**src/pkg/iox_pkg.sv**
```systemverilog
// package for the indexed literal offset instruction executor
package iox_pkg;
    localparam int unsigned DATA_W = 8;
    localparam int unsigned ADDR_W = 12;
    localparam int unsigned OFST_MAX = 95;
    localparam logic [7:0] OFST_LIMIT = 8'h5F;
    // opcode high bytes after masking the variable fields
    localparam logic [7:0] OP_ADD_MASK = 8'hFD;
    localparam logic [7:0] OP_ADD_VAL = 8'h24;
    localparam logic [7:0] OP_BIT_MASK = 8'hF1;
    localparam logic [7:0] OP_BIT_VAL = 8'h80;
    localparam logic [7:0] OP_FILL_VAL = 8'h68;
    localparam int unsigned DEST_POS = 1;
    localparam int unsigned BSEL_LSB = 1;
    localparam logic [7:0] FILL_BYTE = 8'hFF;
    // status flag positions
    localparam int unsigned FLG_C = 0;
    localparam int unsigned FLG_DIGIT = 1;
    localparam int unsigned FLG_Z = 2;
    localparam int unsigned FLG_OVER = 3;
    localparam int unsigned FLG_N = 4;
    localparam logic [4:0] FLAGS_RST = 5'h00;
    localparam logic [7:0] ACC_RST = 8'h00;

    typedef enum logic [1:0] {
        IOX_Q1_DECODE = 2'b00,
        IOX_Q2_READ = 2'b01,
        IOX_Q3_PROC = 2'b10,
        IOX_Q4_WRITE = 2'b11
    } iox_phase_e;

    typedef enum logic [1:0] {
        IOX_OP_NONE = 2'b00,
        IOX_OP_ADD = 2'b01,
        IOX_OP_BIT = 2'b10,
        IOX_OP_FILL = 2'b11
    } iox_op_e;

    typedef struct packed {
        logic [ADDR_W-1:0] addr;
        logic [DATA_W-1:0] wdata;
        logic we;
        logic re;
    } iox_mem_s;

    typedef struct packed {
        iox_op_e op;
        logic dest;
        logic [2:0] bsel;
        logic [7:0] ofst;
        logic ofst_ok;
    } iox_dec_s;
endpackage : iox_pkg

```
**src/hdl/iox_decode.sv**
```systemverilog
// combinational decoder for the three indexed instructions
module iox_decode
    import iox_pkg::*;
(
    input wire logic [15:0] instr,
    output iox_dec_s dec
);
    always_comb begin
        dec = '0;
        dec.ofst = instr[7:0];
        dec.ofst_ok = (instr[7:0] <= OFST_LIMIT);
        dec.dest = instr[8 + DEST_POS];
        dec.bsel = instr[8 + BSEL_LSB +: 3];
        if ((instr[15:8] & OP_ADD_MASK) == OP_ADD_VAL) begin // see RQ2
            dec.op = IOX_OP_ADD;
        end else if ((instr[15:8] & OP_BIT_MASK) == OP_BIT_VAL) begin // see RQ7
            dec.op = IOX_OP_BIT;
        end else if (instr[15:8] == OP_FILL_VAL) begin // see RQ8
            dec.op = IOX_OP_FILL;
        end else begin
            dec.op = IOX_OP_NONE;
        end
    end
endmodule : iox_decode

```
**src/hdl/iox_exec.sv**
```systemverilog
// four-phase executor for indexed add, bit set and fill instructions
// How it works
// RQ1: indexed add sums accumulator with byte at pointer plus offset 0..95
// RQ2: add recognised by high byte 0010 01d0, low byte is the offset
// RQ3: d=0 writes sum to accumulator, d=1 writes it back to memory
// RQ4: add updates negative, overflow, carry, digit carry and zero flags
// RQ5: each instruction is one word, one cycle of decode, read, process, write
// RQ6: bit set forces selected bit 0..7 of the addressed byte to one
// RQ7: bit set recognised by 1000 bbb0 plus offset; flags unchanged
// RQ8: fill encoded 0110 1000 plus offset writes FFh, flags unchanged
// RQ9: address is pointer plus zero-extended offset; pointer never modified
module iox_exec
    import iox_pkg::*;
#(
    parameter int unsigned AW = ADDR_W
) (
    input wire logic clk,
    input wire logic sys_rst,
    input wire logic instr_valid,
    input wire logic [15:0] instr,
    input wire logic [AW-1:0] indirect_pointer_two,
    input wire logic [DATA_W-1:0] mem_rdata,
    output logic [AW-1:0] mem_addr,
    output logic [DATA_W-1:0] mem_wdata,
    output logic mem_we,
    output logic mem_re,
    output logic [DATA_W-1:0] acc,
    output logic [4:0] status_flags,
    output logic busy,
    output logic done,
    output logic illegal
);
    typedef struct packed {
        iox_phase_e phase;
        iox_dec_s dec;
        logic [AW-1:0] addr;
        logic [DATA_W-1:0] operand;
        logic [DATA_W-1:0] result;
        logic [AW-1:0] mem_addr;
        logic [DATA_W-1:0] mem_wdata;
        logic mem_we;
        logic mem_re;
        logic [DATA_W-1:0] acc;
        logic [4:0] flags;
        logic busy;
        logic done;
        logic illegal;
    } iox_state_s;

    iox_state_s st_r;
    iox_state_s st_nxt;
    iox_dec_s dec_w;
    logic [DATA_W:0] sum_w;
    logic [4:0] half_w;
    logic [DATA_W-1:0] bit_w;

    iox_decode u_dec (
        .instr(instr),
        .dec(dec_w)
    );

    assign sum_w = {1'b0, st_r.acc} + {1'b0, st_r.operand}; // see RQ1
    assign half_w = {1'b0, st_r.acc[3:0]} + {1'b0, st_r.operand[3:0]};
    // one-hot mask of the selected bit; the a_bit_others assertion reuses it to check the untouched bits
    assign bit_w = DATA_W'(1) << st_r.dec.bsel; // see RQ6

    always_comb begin
        st_nxt = st_r;
        st_nxt.mem_we = 1'b0;
        st_nxt.mem_re = 1'b0;
        st_nxt.done = 1'b0;
        st_nxt.illegal = 1'b0;
        case (st_r.phase)
            IOX_Q1_DECODE: begin
                // unknown opcodes or offsets past 95 are flagged, not executed
                if (instr_valid) begin
                    if (dec_w.op != IOX_OP_NONE && dec_w.ofst_ok) begin
                        st_nxt.dec = dec_w;
                        // pointer is only read, never written
                        st_nxt.addr = indirect_pointer_two + AW'(dec_w.ofst); // see RQ9
                        st_nxt.phase = IOX_Q2_READ; // see RQ5
                        st_nxt.busy = 1'b1;
                        st_nxt.mem_addr = indirect_pointer_two + AW'(dec_w.ofst);
                        st_nxt.mem_re = (dec_w.op != IOX_OP_FILL);
                    end else begin
                        st_nxt.illegal = 1'b1;
                    end
                end
            end
            IOX_Q2_READ: begin
                // memory must answer within the cycle that mem_re stands
                st_nxt.operand = mem_rdata;
                st_nxt.phase = IOX_Q3_PROC;
            end
            IOX_Q3_PROC: begin
                case (st_r.dec.op)
                    IOX_OP_ADD: begin
                        st_nxt.result = sum_w[DATA_W-1:0];
                        st_nxt.flags[FLG_C] = sum_w[DATA_W]; // see RQ4
                        st_nxt.flags[FLG_DIGIT] = half_w[4];
                        st_nxt.flags[FLG_Z] = (sum_w[DATA_W-1:0] == 8'h00);
                        st_nxt.flags[FLG_N] = sum_w[DATA_W-1];
                        st_nxt.flags[FLG_OVER] = (st_r.acc[7] == st_r.operand[7]) && (sum_w[7] != st_r.acc[7]);
                    end
                    IOX_OP_BIT: st_nxt.result = st_r.operand | bit_w; // see RQ6
                    IOX_OP_FILL: st_nxt.result = FILL_BYTE; // see RQ8
                    default: st_nxt.result = st_r.operand;
                endcase
                st_nxt.phase = IOX_Q4_WRITE;
            end
            IOX_Q4_WRITE: begin
                if (st_r.dec.op == IOX_OP_ADD && !st_r.dec.dest) begin
                    st_nxt.acc = st_r.result; // see RQ3
                end else begin
                    st_nxt.mem_addr = st_r.addr;
                    st_nxt.mem_wdata = st_r.result;
                    st_nxt.mem_we = 1'b1; // see RQ3
                end
                st_nxt.phase = IOX_Q1_DECODE;
                st_nxt.busy = 1'b0;
                st_nxt.done = 1'b1;
            end
            default: st_nxt.phase = IOX_Q1_DECODE;
        endcase
    end

    always_ff @(posedge clk or posedge sys_rst) begin
        if (sys_rst) begin
            st_r <= '0;
        end else begin
            st_r <= st_nxt;
        end
    end

    assign mem_addr = st_r.mem_addr;
    assign mem_wdata = st_r.mem_wdata;
    assign mem_we = st_r.mem_we;
    assign mem_re = st_r.mem_re;
    assign acc = st_r.acc;
    assign status_flags = st_r.flags;
    assign busy = st_r.busy;
    assign done = st_r.done;
    assign illegal = st_r.illegal;

    a_done_spacing: assert property (@(posedge clk) disable iff (sys_rst) // see RQ5
        (st_r.phase == IOX_Q1_DECODE && st_nxt.phase == IOX_Q2_READ) |-> ##4 done)
        else $error("instruction did not finish in four phases");
    a_fill_value: assert property (@(posedge clk) disable iff (sys_rst) // see RQ8
        (done && st_r.dec.op == IOX_OP_FILL) |-> (mem_we && mem_wdata == 8'hFF))
        else $error("fill did not write all ones");
    a_flags_hold: assert property (@(posedge clk) disable iff (sys_rst) // see RQ7
        (st_r.busy && st_r.dec.op != IOX_OP_ADD) |=> $stable(status_flags))
        else $error("flags changed on non-add instruction");
    a_bit_set: assert property (@(posedge clk) disable iff (sys_rst) // see RQ6
        (done && st_r.dec.op == IOX_OP_BIT) |-> mem_wdata[st_r.dec.bsel])
        else $error("selected bit not set");
    a_addr_calc: assert property (@(posedge clk) disable iff (sys_rst) // see RQ9
        (mem_we) |-> (mem_addr == st_r.addr))
        else $error("write address mismatch");
    a_acc_dest: assert property (@(posedge clk) disable iff (sys_rst) // see RQ3
        (done && st_r.dec.op == IOX_OP_ADD) |-> (mem_we == st_r.dec.dest))
        else $error("add destination wrong");
    a_add_sum: assert property (@(posedge clk) disable iff (sys_rst) // see RQ1
        (st_r.phase == IOX_Q3_PROC && st_r.dec.op == IOX_OP_ADD) |=>
        (st_r.result == 8'($past(st_r.acc) + $past(st_r.operand))))
        else $error("sum wrong");
    a_zero_flag: assert property (@(posedge clk) disable iff (sys_rst) // see RQ4
        (st_r.phase == IOX_Q4_WRITE && st_r.dec.op == IOX_OP_ADD) |->
        (status_flags[FLG_Z] == (st_r.result == 8'h00)))
        else $error("zero flag wrong");
    a_decode_add: assert property (@(posedge clk) disable iff (sys_rst) // see RQ2
        (st_r.phase == IOX_Q1_DECODE && instr_valid && instr[15:10] == 6'h09 && !instr[8] &&
        instr[7:0] <= OFST_LIMIT) |=> (st_r.dec.op == IOX_OP_ADD))
        else $error("add not decoded");

    // operand, result and decode stay held until the next accept, so the checks below may read them late
    a_addr_sample: assert property (@(posedge clk) disable iff (sys_rst) // see RQ9
        $rose(busy) |->
        (st_r.addr == $past(indirect_pointer_two) + AW'($past(instr[7:0]))))
        else $error("effective address not pointer plus offset");
    a_read_strobe: assert property (@(posedge clk) disable iff (sys_rst) // see RQ5
        $rose(busy) |->
        (mem_re == (st_r.dec.op != IOX_OP_FILL)))
        else $error("read strobe wrong for instruction");
    a_busy_span: assert property (@(posedge clk) disable iff (sys_rst) // see RQ5
        $rose(busy) |->
        (busy [*3] ##1 !busy))
        else $error("busy did not span three cycles");
    a_illegal_pulse: assert property (@(posedge clk) disable iff (sys_rst) // see RQ2
        (st_r.phase == IOX_Q1_DECODE && instr_valid && dec_w.op == IOX_OP_NONE) |=>
        (illegal && !busy && !mem_re))
        else $error("unknown opcode not refused");
    a_offset_limit: assert property (@(posedge clk) disable iff (sys_rst) // see RQ1
        (st_r.phase == IOX_Q1_DECODE && instr_valid && instr[7:0] > OFST_LIMIT) |=>
        (illegal && !busy))
        else $error("offset past limit not refused");
    a_carry_flag: assert property (@(posedge clk) disable iff (sys_rst) // see RQ4
        (st_r.phase == IOX_Q4_WRITE && st_r.dec.op == IOX_OP_ADD) |->
        ({status_flags[FLG_C], st_r.result} == {1'b0, st_r.acc} + {1'b0, st_r.operand}))
        else $error("carry flag wrong");
    a_overflow_flag: assert property (@(posedge clk) disable iff (sys_rst) // see RQ4
        (st_r.phase == IOX_Q4_WRITE && st_r.dec.op == IOX_OP_ADD) |->
        (status_flags[FLG_OVER] == (st_r.acc[7] == st_r.operand[7] && st_r.result[7] != st_r.acc[7])))
        else $error("overflow flag wrong");
    a_digit_carry: assert property (@(posedge clk) disable iff (sys_rst) // see RQ4
        (st_r.phase == IOX_Q4_WRITE && st_r.dec.op == IOX_OP_ADD) |->
        (status_flags[FLG_DIGIT] == ({1'b0, st_r.acc[3:0]} + {1'b0, st_r.operand[3:0]} > 5'h0F)))
        else $error("digit carry flag wrong");
    a_neg_flag: assert property (@(posedge clk) disable iff (sys_rst) // see RQ4
        (st_r.phase == IOX_Q4_WRITE && st_r.dec.op == IOX_OP_ADD) |->
        (status_flags[FLG_N] == st_r.result[DATA_W-1]))
        else $error("negative flag wrong");
    a_bit_others: assert property (@(posedge clk) disable iff (sys_rst) // see RQ6
        (done && st_r.dec.op == IOX_OP_BIT) |->
        ((mem_wdata & ~bit_w) == (st_r.operand & ~bit_w)))
        else $error("bit set disturbed other bits");
    a_acc_kept: assert property (@(posedge clk) disable iff (sys_rst) // see RQ3
        (done && !(st_r.dec.op == IOX_OP_ADD && !st_r.dec.dest)) |->
        $stable(acc))
        else $error("accumulator changed without add to it");
    a_write_done: assert property (@(posedge clk) disable iff (sys_rst) // see RQ5
        mem_we |->
        done)
        else $error("memory written outside write phase");
endmodule : iox_exec

```
**config.mk**
```make
export PLATFORM = sky130hd
export DESIGN_NAME = iox_exec
export DESIGN_NICKNAME = d
export VERILOG_FILES = /design/src/pkg/iox_pkg.sv /design/src/hdl/iox_decode.sv /design/src/hdl/iox_exec.sv
export SDC_FILE = /design/constraint.sdc
export NUM_CORES = 1
export LEC_CHECK = 0
export BUFFER_PORTS_ARGS = -buffer_cell sky130_fd_sc_hd__buf_2
export CORE_ASPECT_RATIO = 0.7
export CORE_MARGIN = 1
export CORE_UTILIZATION = 45
export DETAILED_ROUTE_END_ITERATION = 10
export PLACE_DENSITY = 0.72
export SKIP_CTS_REPAIR_TIMING = 1
export SYNTH_ARGS = -nofsm -noshare
export SYNTH_HDL_FRONTEND = slang
export SYNTH_SLANG_ARGS = --single-unit
```
**constraint.sdc**
```tcl
create_clock -name clk -period 2.5 [get_ports clk]
set_input_delay 0.75 -clock clk [delete_from_list [all_inputs] [get_ports clk]]
set_output_delay 0.75 -clock clk [all_outputs]
set_load 0.01 [all_outputs]
```
---- After elaboration in Yosys (flattened, before gate mapping) ----
Cells that the tools add are included.
storage, ports and cells
  bits of input ports ..................... 39
  logic and storage cells ................. 77
  output and inout bits ................... 38
  flip-flop bits (word level) ............. 83
cells by class
  $lt $le $gt $ge ......................... 1
  equality and inequality tests ........... 15
  bitwise operators ....................... 2
  $add $sub $neg .......................... 3
  reduce and logical (&&, ||, !) cells .... 15
  shift-type cells ........................ 1
  multiplexer cells ....................... 22
operators with widths
  kind                 number
  $mux 29              2
  $mux 12              2
  $pmux 12 s2          1
  $pmux 8 s3           1
  $mux 21              1
  $add 12x8->12        1
  $mux 1               10
  $add 8x8->9          1
  $eq 2x2->1 const B   4
  $eq 8x7->1 const B   1
  $le 8x7->1 const B   1
  $logic_not 8->1      1
  $ne 2x2->1 const B   4
  $or 8x8->8           1
  $pmux 2 s4           1
  $reduce_and 2->1     4
  $shl 1x3->8 const A  1
  $eq 7x5->1 const B   1
  $mux 2               3
  $reduce_and 3->1     2
  $add 4x4->5          1
  $eq 5x5->1 const B   1
  $eq 2x1->1 const B   2
  $reduce_and 4->1     1
  other kinds (8)      11

---- Longest topological paths before layout ----
  depth after elaboration ................. 9
  depth in mapped cells ................... 10
  mapped depth without buffers ............ 8

---- Cells and area by module ----
A second synthesis with hierarchy kept.
unflattened totals
  cell total of the unflattened synthesis .. 438
  area, all modules ....................... 4356.7 um^2
by module, submodules not included
  module      sequential area each (um^2)  area an instance (um^2)  cells an instance  instances
  iox_exec    1851.8                       4194.0                   419                1
  iox_decode  0.0                          162.7                    19                 1

---- Worst setup path before layout ----
OpenSTA, ideal clock, no wires.
  path type ............................... input to register
  start point ............................. input port instr[0]
  end point ............................... register st_r, in the netlist mem_addr[10]
  arrival ................................. 2298 ps
  buffers on the path ..................... 0
  setup time .............................. 124 ps
  required time ........................... 2376 ps
  stages on the path ...................... 8
  slack ................................... 78 ps
  path through ............................ ha_1 -> fa_1 -> a211oi_1 -> o211ai_1 -> nand4_1 -> xor2_1 -> a2bb2oi_1 -> a21oi_1
on the way
  longest elaborated chain between the ends .. 4
  elaborated cells on any way between the ends .. 8
  those cells by class .................... add/sub (1); order compare (1); eq/ne (1); mux (3); reduce/logical (2)
RTL lines
  element                                          line                              source
  start, declared                                  iox_exec.sv:20                    input wire logic [15:0] instr,
  $add 12x8->12 or $le 8x7->1 (tied branches)      iox_exec.sv:83, iox_decode.sv:11
  $mux 12 or $logic_and 1x1->1 (tied branches)     iox_exec.sv:77                    if (dec_w.op != IOX_OP_NONE && dec_w.ofst_ok) begin
  $mux 12 or $ne 2x2->1 (tied branches)            --
  $pmux 12 s2 or $reduce_and 4->1 (tied branches)  --
  end signal, assigned                             iox_exec.sv:131                   st_r <= st_nxt;
  end, declared                                    iox_exec.sv:50                    iox_state_s st_r;
Parallel ways exist; a longest one is shown, timed or not. The select of a mux whose other input is x is not followed.
A chain may end at the register's enable or synchronous reset.

---- Worst setup path after layout ----
  start point ............................. register st_r, in the netlist acc[0]
  end point ............................... register st_r[44] in the netlist's numbering
on the way
  longest elaborated chain between the ends .. 2
RTL lines
  element      line            source
  $add 8x8->9  iox_exec.sv:62  assign sum_w = {1'b0, st_r.acc} + {1'b0, st_r.operand};
  $pmux 8 s3   iox_exec.sv:96  case (st_r.dec.op)
No other way between the ends.

==> flow_summary.json <==
{
  "power.leakage_nw": 2.31,
  "rsz0062_at_grt": "no",
  "area.growth.synth_to_final_pct": 16.7,
  "finalClockSkew_ns": 0.00508,
  "syn_nets": 468,
  "cpPeakStageDelay_ns": 0.42,
  "die_y_microns": 82.1,
  "gp_congestion": 0.833,
  "p_switching_mw": 2.23,
  "clkTransAtPathRegs_ns": 0.06,
  "endpoint_kind": "register",
  "cp_data_required_time_ns": 2.75,
  "ys_top_cells_by_count": "dfrtp_1, nand2_1, buf_4",
  "hold_class": "in -> async",
  "num_antenna_cells": 0,
  "syn_inst": 407,
  "timing.fmax_ghz": 0.426,
  "cellPowerDensity_nw_per_um2": 1220,
  "netlist_area_sq_um": 4120,
  "power_frac_comb": 0.421,
  "port_buffers": 76,
  "drive_above_1_share": 0.313,
  "yosys_warnings": 0,
  "crit_type": "reg -> reg",
  "finalCritPeriodShare": 0.939,
  "clk_latency_ns": 0.34,
  "tritoncts": "yes",
  "status": "complete, no violations",
  "path_cells": "ha_1 > fa_1 > a211o_1 > o211ai_1 > a21oi_1 > a211oi_2 > mux2i_1 > a31oi_1",
  "synth-edff-count": 0,
  "synth.yosys.seq_area_share": 0.443,
  "drt-wirelength-per-cell_microns": 15.7,
  "relSlewSlack": 0.619,
  "synth_flop_cell": "dfrtp_1",
  "grt_pass1_vias": 3056,
  "drv_cap": 0,
  "hold_viol": 0,
  "regArea_sq_um": 1830,
  "post_drt_via_cell_ratio": 5.35,
  "drt_iter0_markers": 205,
  "path_max_fanout": 3,
  "grtUsageTotal": 0.213,
  "synth_cell_types": 53,
  "crit_path_top_delay_cell": "fa_1",
  "root_buffer": "clkbuf_16",
  "peakVddDrop_v": 0.000531,
  "ys_top_cells_by_area": "dfrtp_1, mux2_2, buf_4, ha_1, nand2_1",
  "io_pins": 77,
  "start_util": 0.476,
  "core_area_sq_um": 8650,
  "fp.dieW_microns": 116,
  "grt_max_degree": 62,
  "vias": 3152,
  "drt_wl_total_microns": 9280,
  "cts.sinks": 73,
  "critPathLaunchType": "register",
  "fin_tns_setup_ns": 0,
  "drcViolationCount": 0,
  "pwr-share-clk": 0.235,
  "setup_slack_ns": 0.153,
  "grt_pass1_wl_microns": 15300,
  "syn_area_per_cell_sq_um": 10.1,
  "utilization": 0.556,
  "rows": 28,
  "fill_cells": 777,
  "ctsHtreeMaxLevel": 3,
  "worstMarginPinSlew_ns": 0.571,
  "drv_slew": 0,
  "multi_input_area_sq_um": 1950,
  "synth.most_common_cell": "dfrtp_1",
  "ys_ff_latch": 73,
  "arrival_ns": 2.60,
  "drt-pass1-iter-count": 5,
  "dieArea_sq_um": 9550,
  "cts_buffer_depth": 2,
  "yosysTopAreaCell": "dfrtp_1",
  "internal_power_mw": 3.64,
  "fin_nets": 525,
  "p_seq_frac": 0.345,
  "dp_slack_ns": -0.136,
  "antenna_found_initial": 0,
  "min_period_ns": 2.35,
  "ant_nets": 0,
  "setup_viol": 0,
  "place_hpwl_microns": 6970,
  "overflow": 0,
  "switching_share": 0.379,
  "synth_top_area_frac": 0.443,
  "synthArstFlopShare": 1.00,
  "numCtsBuffers": 9,
  "fin_hold_ws_ns": 0.367
}
## stage by stage
stage / cell area (sq um) / instances / total power [mW]
2_1_floorplan: 4120 / 407 / 3.95
3_3_place_gp: 4480 / 573 / 4.34
3_5_place_dp: 4480 / 573 / 4.43
4_1_cts: 4800 / 589 / 5.84
5_1_grt: 4810 / 589 / 6.30
6_report: 4810 / 589 / 5.87
## power groups by stage
stage	registers [mW]	clock network, mW	logic [mW]
finish	2.02	1.38	2.47
global route	2.09	1.46	2.75
CTS	2.02	1.39	2.42
detailed placement	2.04	0	2.39
global placement	2.02	0	2.31
floorplan	1.91	0	2.04
## critical path: cells and delay by family, from the launching register on
kind / cells / cell delay (ns)
AOI/OAI and AO/OA: 5 / 1.07
DFF: 1 / 0.40
adders and majority gates: 2 / 0.65
muxes: 1 / 0.13
## registers in the layout, indices dropped and copies added, names as in the netlist
register / count
acc: 8
busy: 1
done: 1
illegal: 1
mem_addr: 12
mem_re: 1
mem_wdata: 8
mem_we: 1
st_r: 35
status_flags: 5
## final timing paths
kind,from,to,slack [ns],depth (start not counted)
min,sys_rst,st_r[59]$_DFFE_PP0P_,0.37,2
max reg2reg,acc[0]$_DFFE_PP0P_,st_r[44]$_DFFE_PP0P_,0.15,8
max,acc[0]$_DFFE_PP0P_,st_r[44]$_DFFE_PP0P_,0.15,8
max in group asynchronous,sys_rst,st_r[47]$_DFFE_PP0N_,1.54,3
min reg2reg,mem_addr[2]$_DFFE_PP0P_,mem_addr[2]$_DFFE_PP0P_,0.47,2
min in group clk,mem_addr[2]$_DFFE_PP0P_,mem_addr[2]$_DFFE_PP0P_,0.47,2
## cell usage in the layout (no fill, tap or decap), types with 4 or more instances in the layout
master     Yosys  routed
mux2i_1        4       4
buf_2          2      76
ha_1          20      20
nand2_1       43      43
inv_1         11      10
nor2_1        31      31
nand3_1        5       5
o211ai_1       7       7
xnor2_1        6       6
a21oi_1       26      26
o21ai_0       28      28
dfrtp_1       73      73
buf_4         36      15
nor2b_1        5       5
xor2_1         9       9
mux2_2        29      29
clkbuf_16      0       9
a31oi_1        6       6
a2bb2oi_1      5       5
## logic make-up after synthesis
family / after synthesis / share of synthesized area
AO/OA/AOI/OAI: 101 / 0.158
adder cells (fa/ha/maj): 22 / 0.0705
flip-flops: 73 / 0.443
buffers and inverters: 58 / 0.0862
XOR/XNOR: 15 / 0.0319
multiplexers: 33 / 0.0890
AND/OR/NAND/NOR: 105 / 0.121
## final cells by class
cell class              instances  share of cell area
multi-input cells             276               0.405
clock buffers                   9              0.0468
clock inverters                 7              0.0198
well taps                     120              0.0312
inverters                      12              0.0101
repair buffers                 92               0.107
flip-flops and latches         73               0.380
## layer usage
layer / vias to the layer above / GRT usage / part of all wire
met2: 106 / 0.296 / 0.42
met4: 0 / 0.0654 / 0.010
met1: 1515 / 0.318 / 0.51
met3: 10 / 0.0583 / 0.059
met5: - / 0 / 0
li1: 1521 / - / -
(Power assumes the default switching activity.)
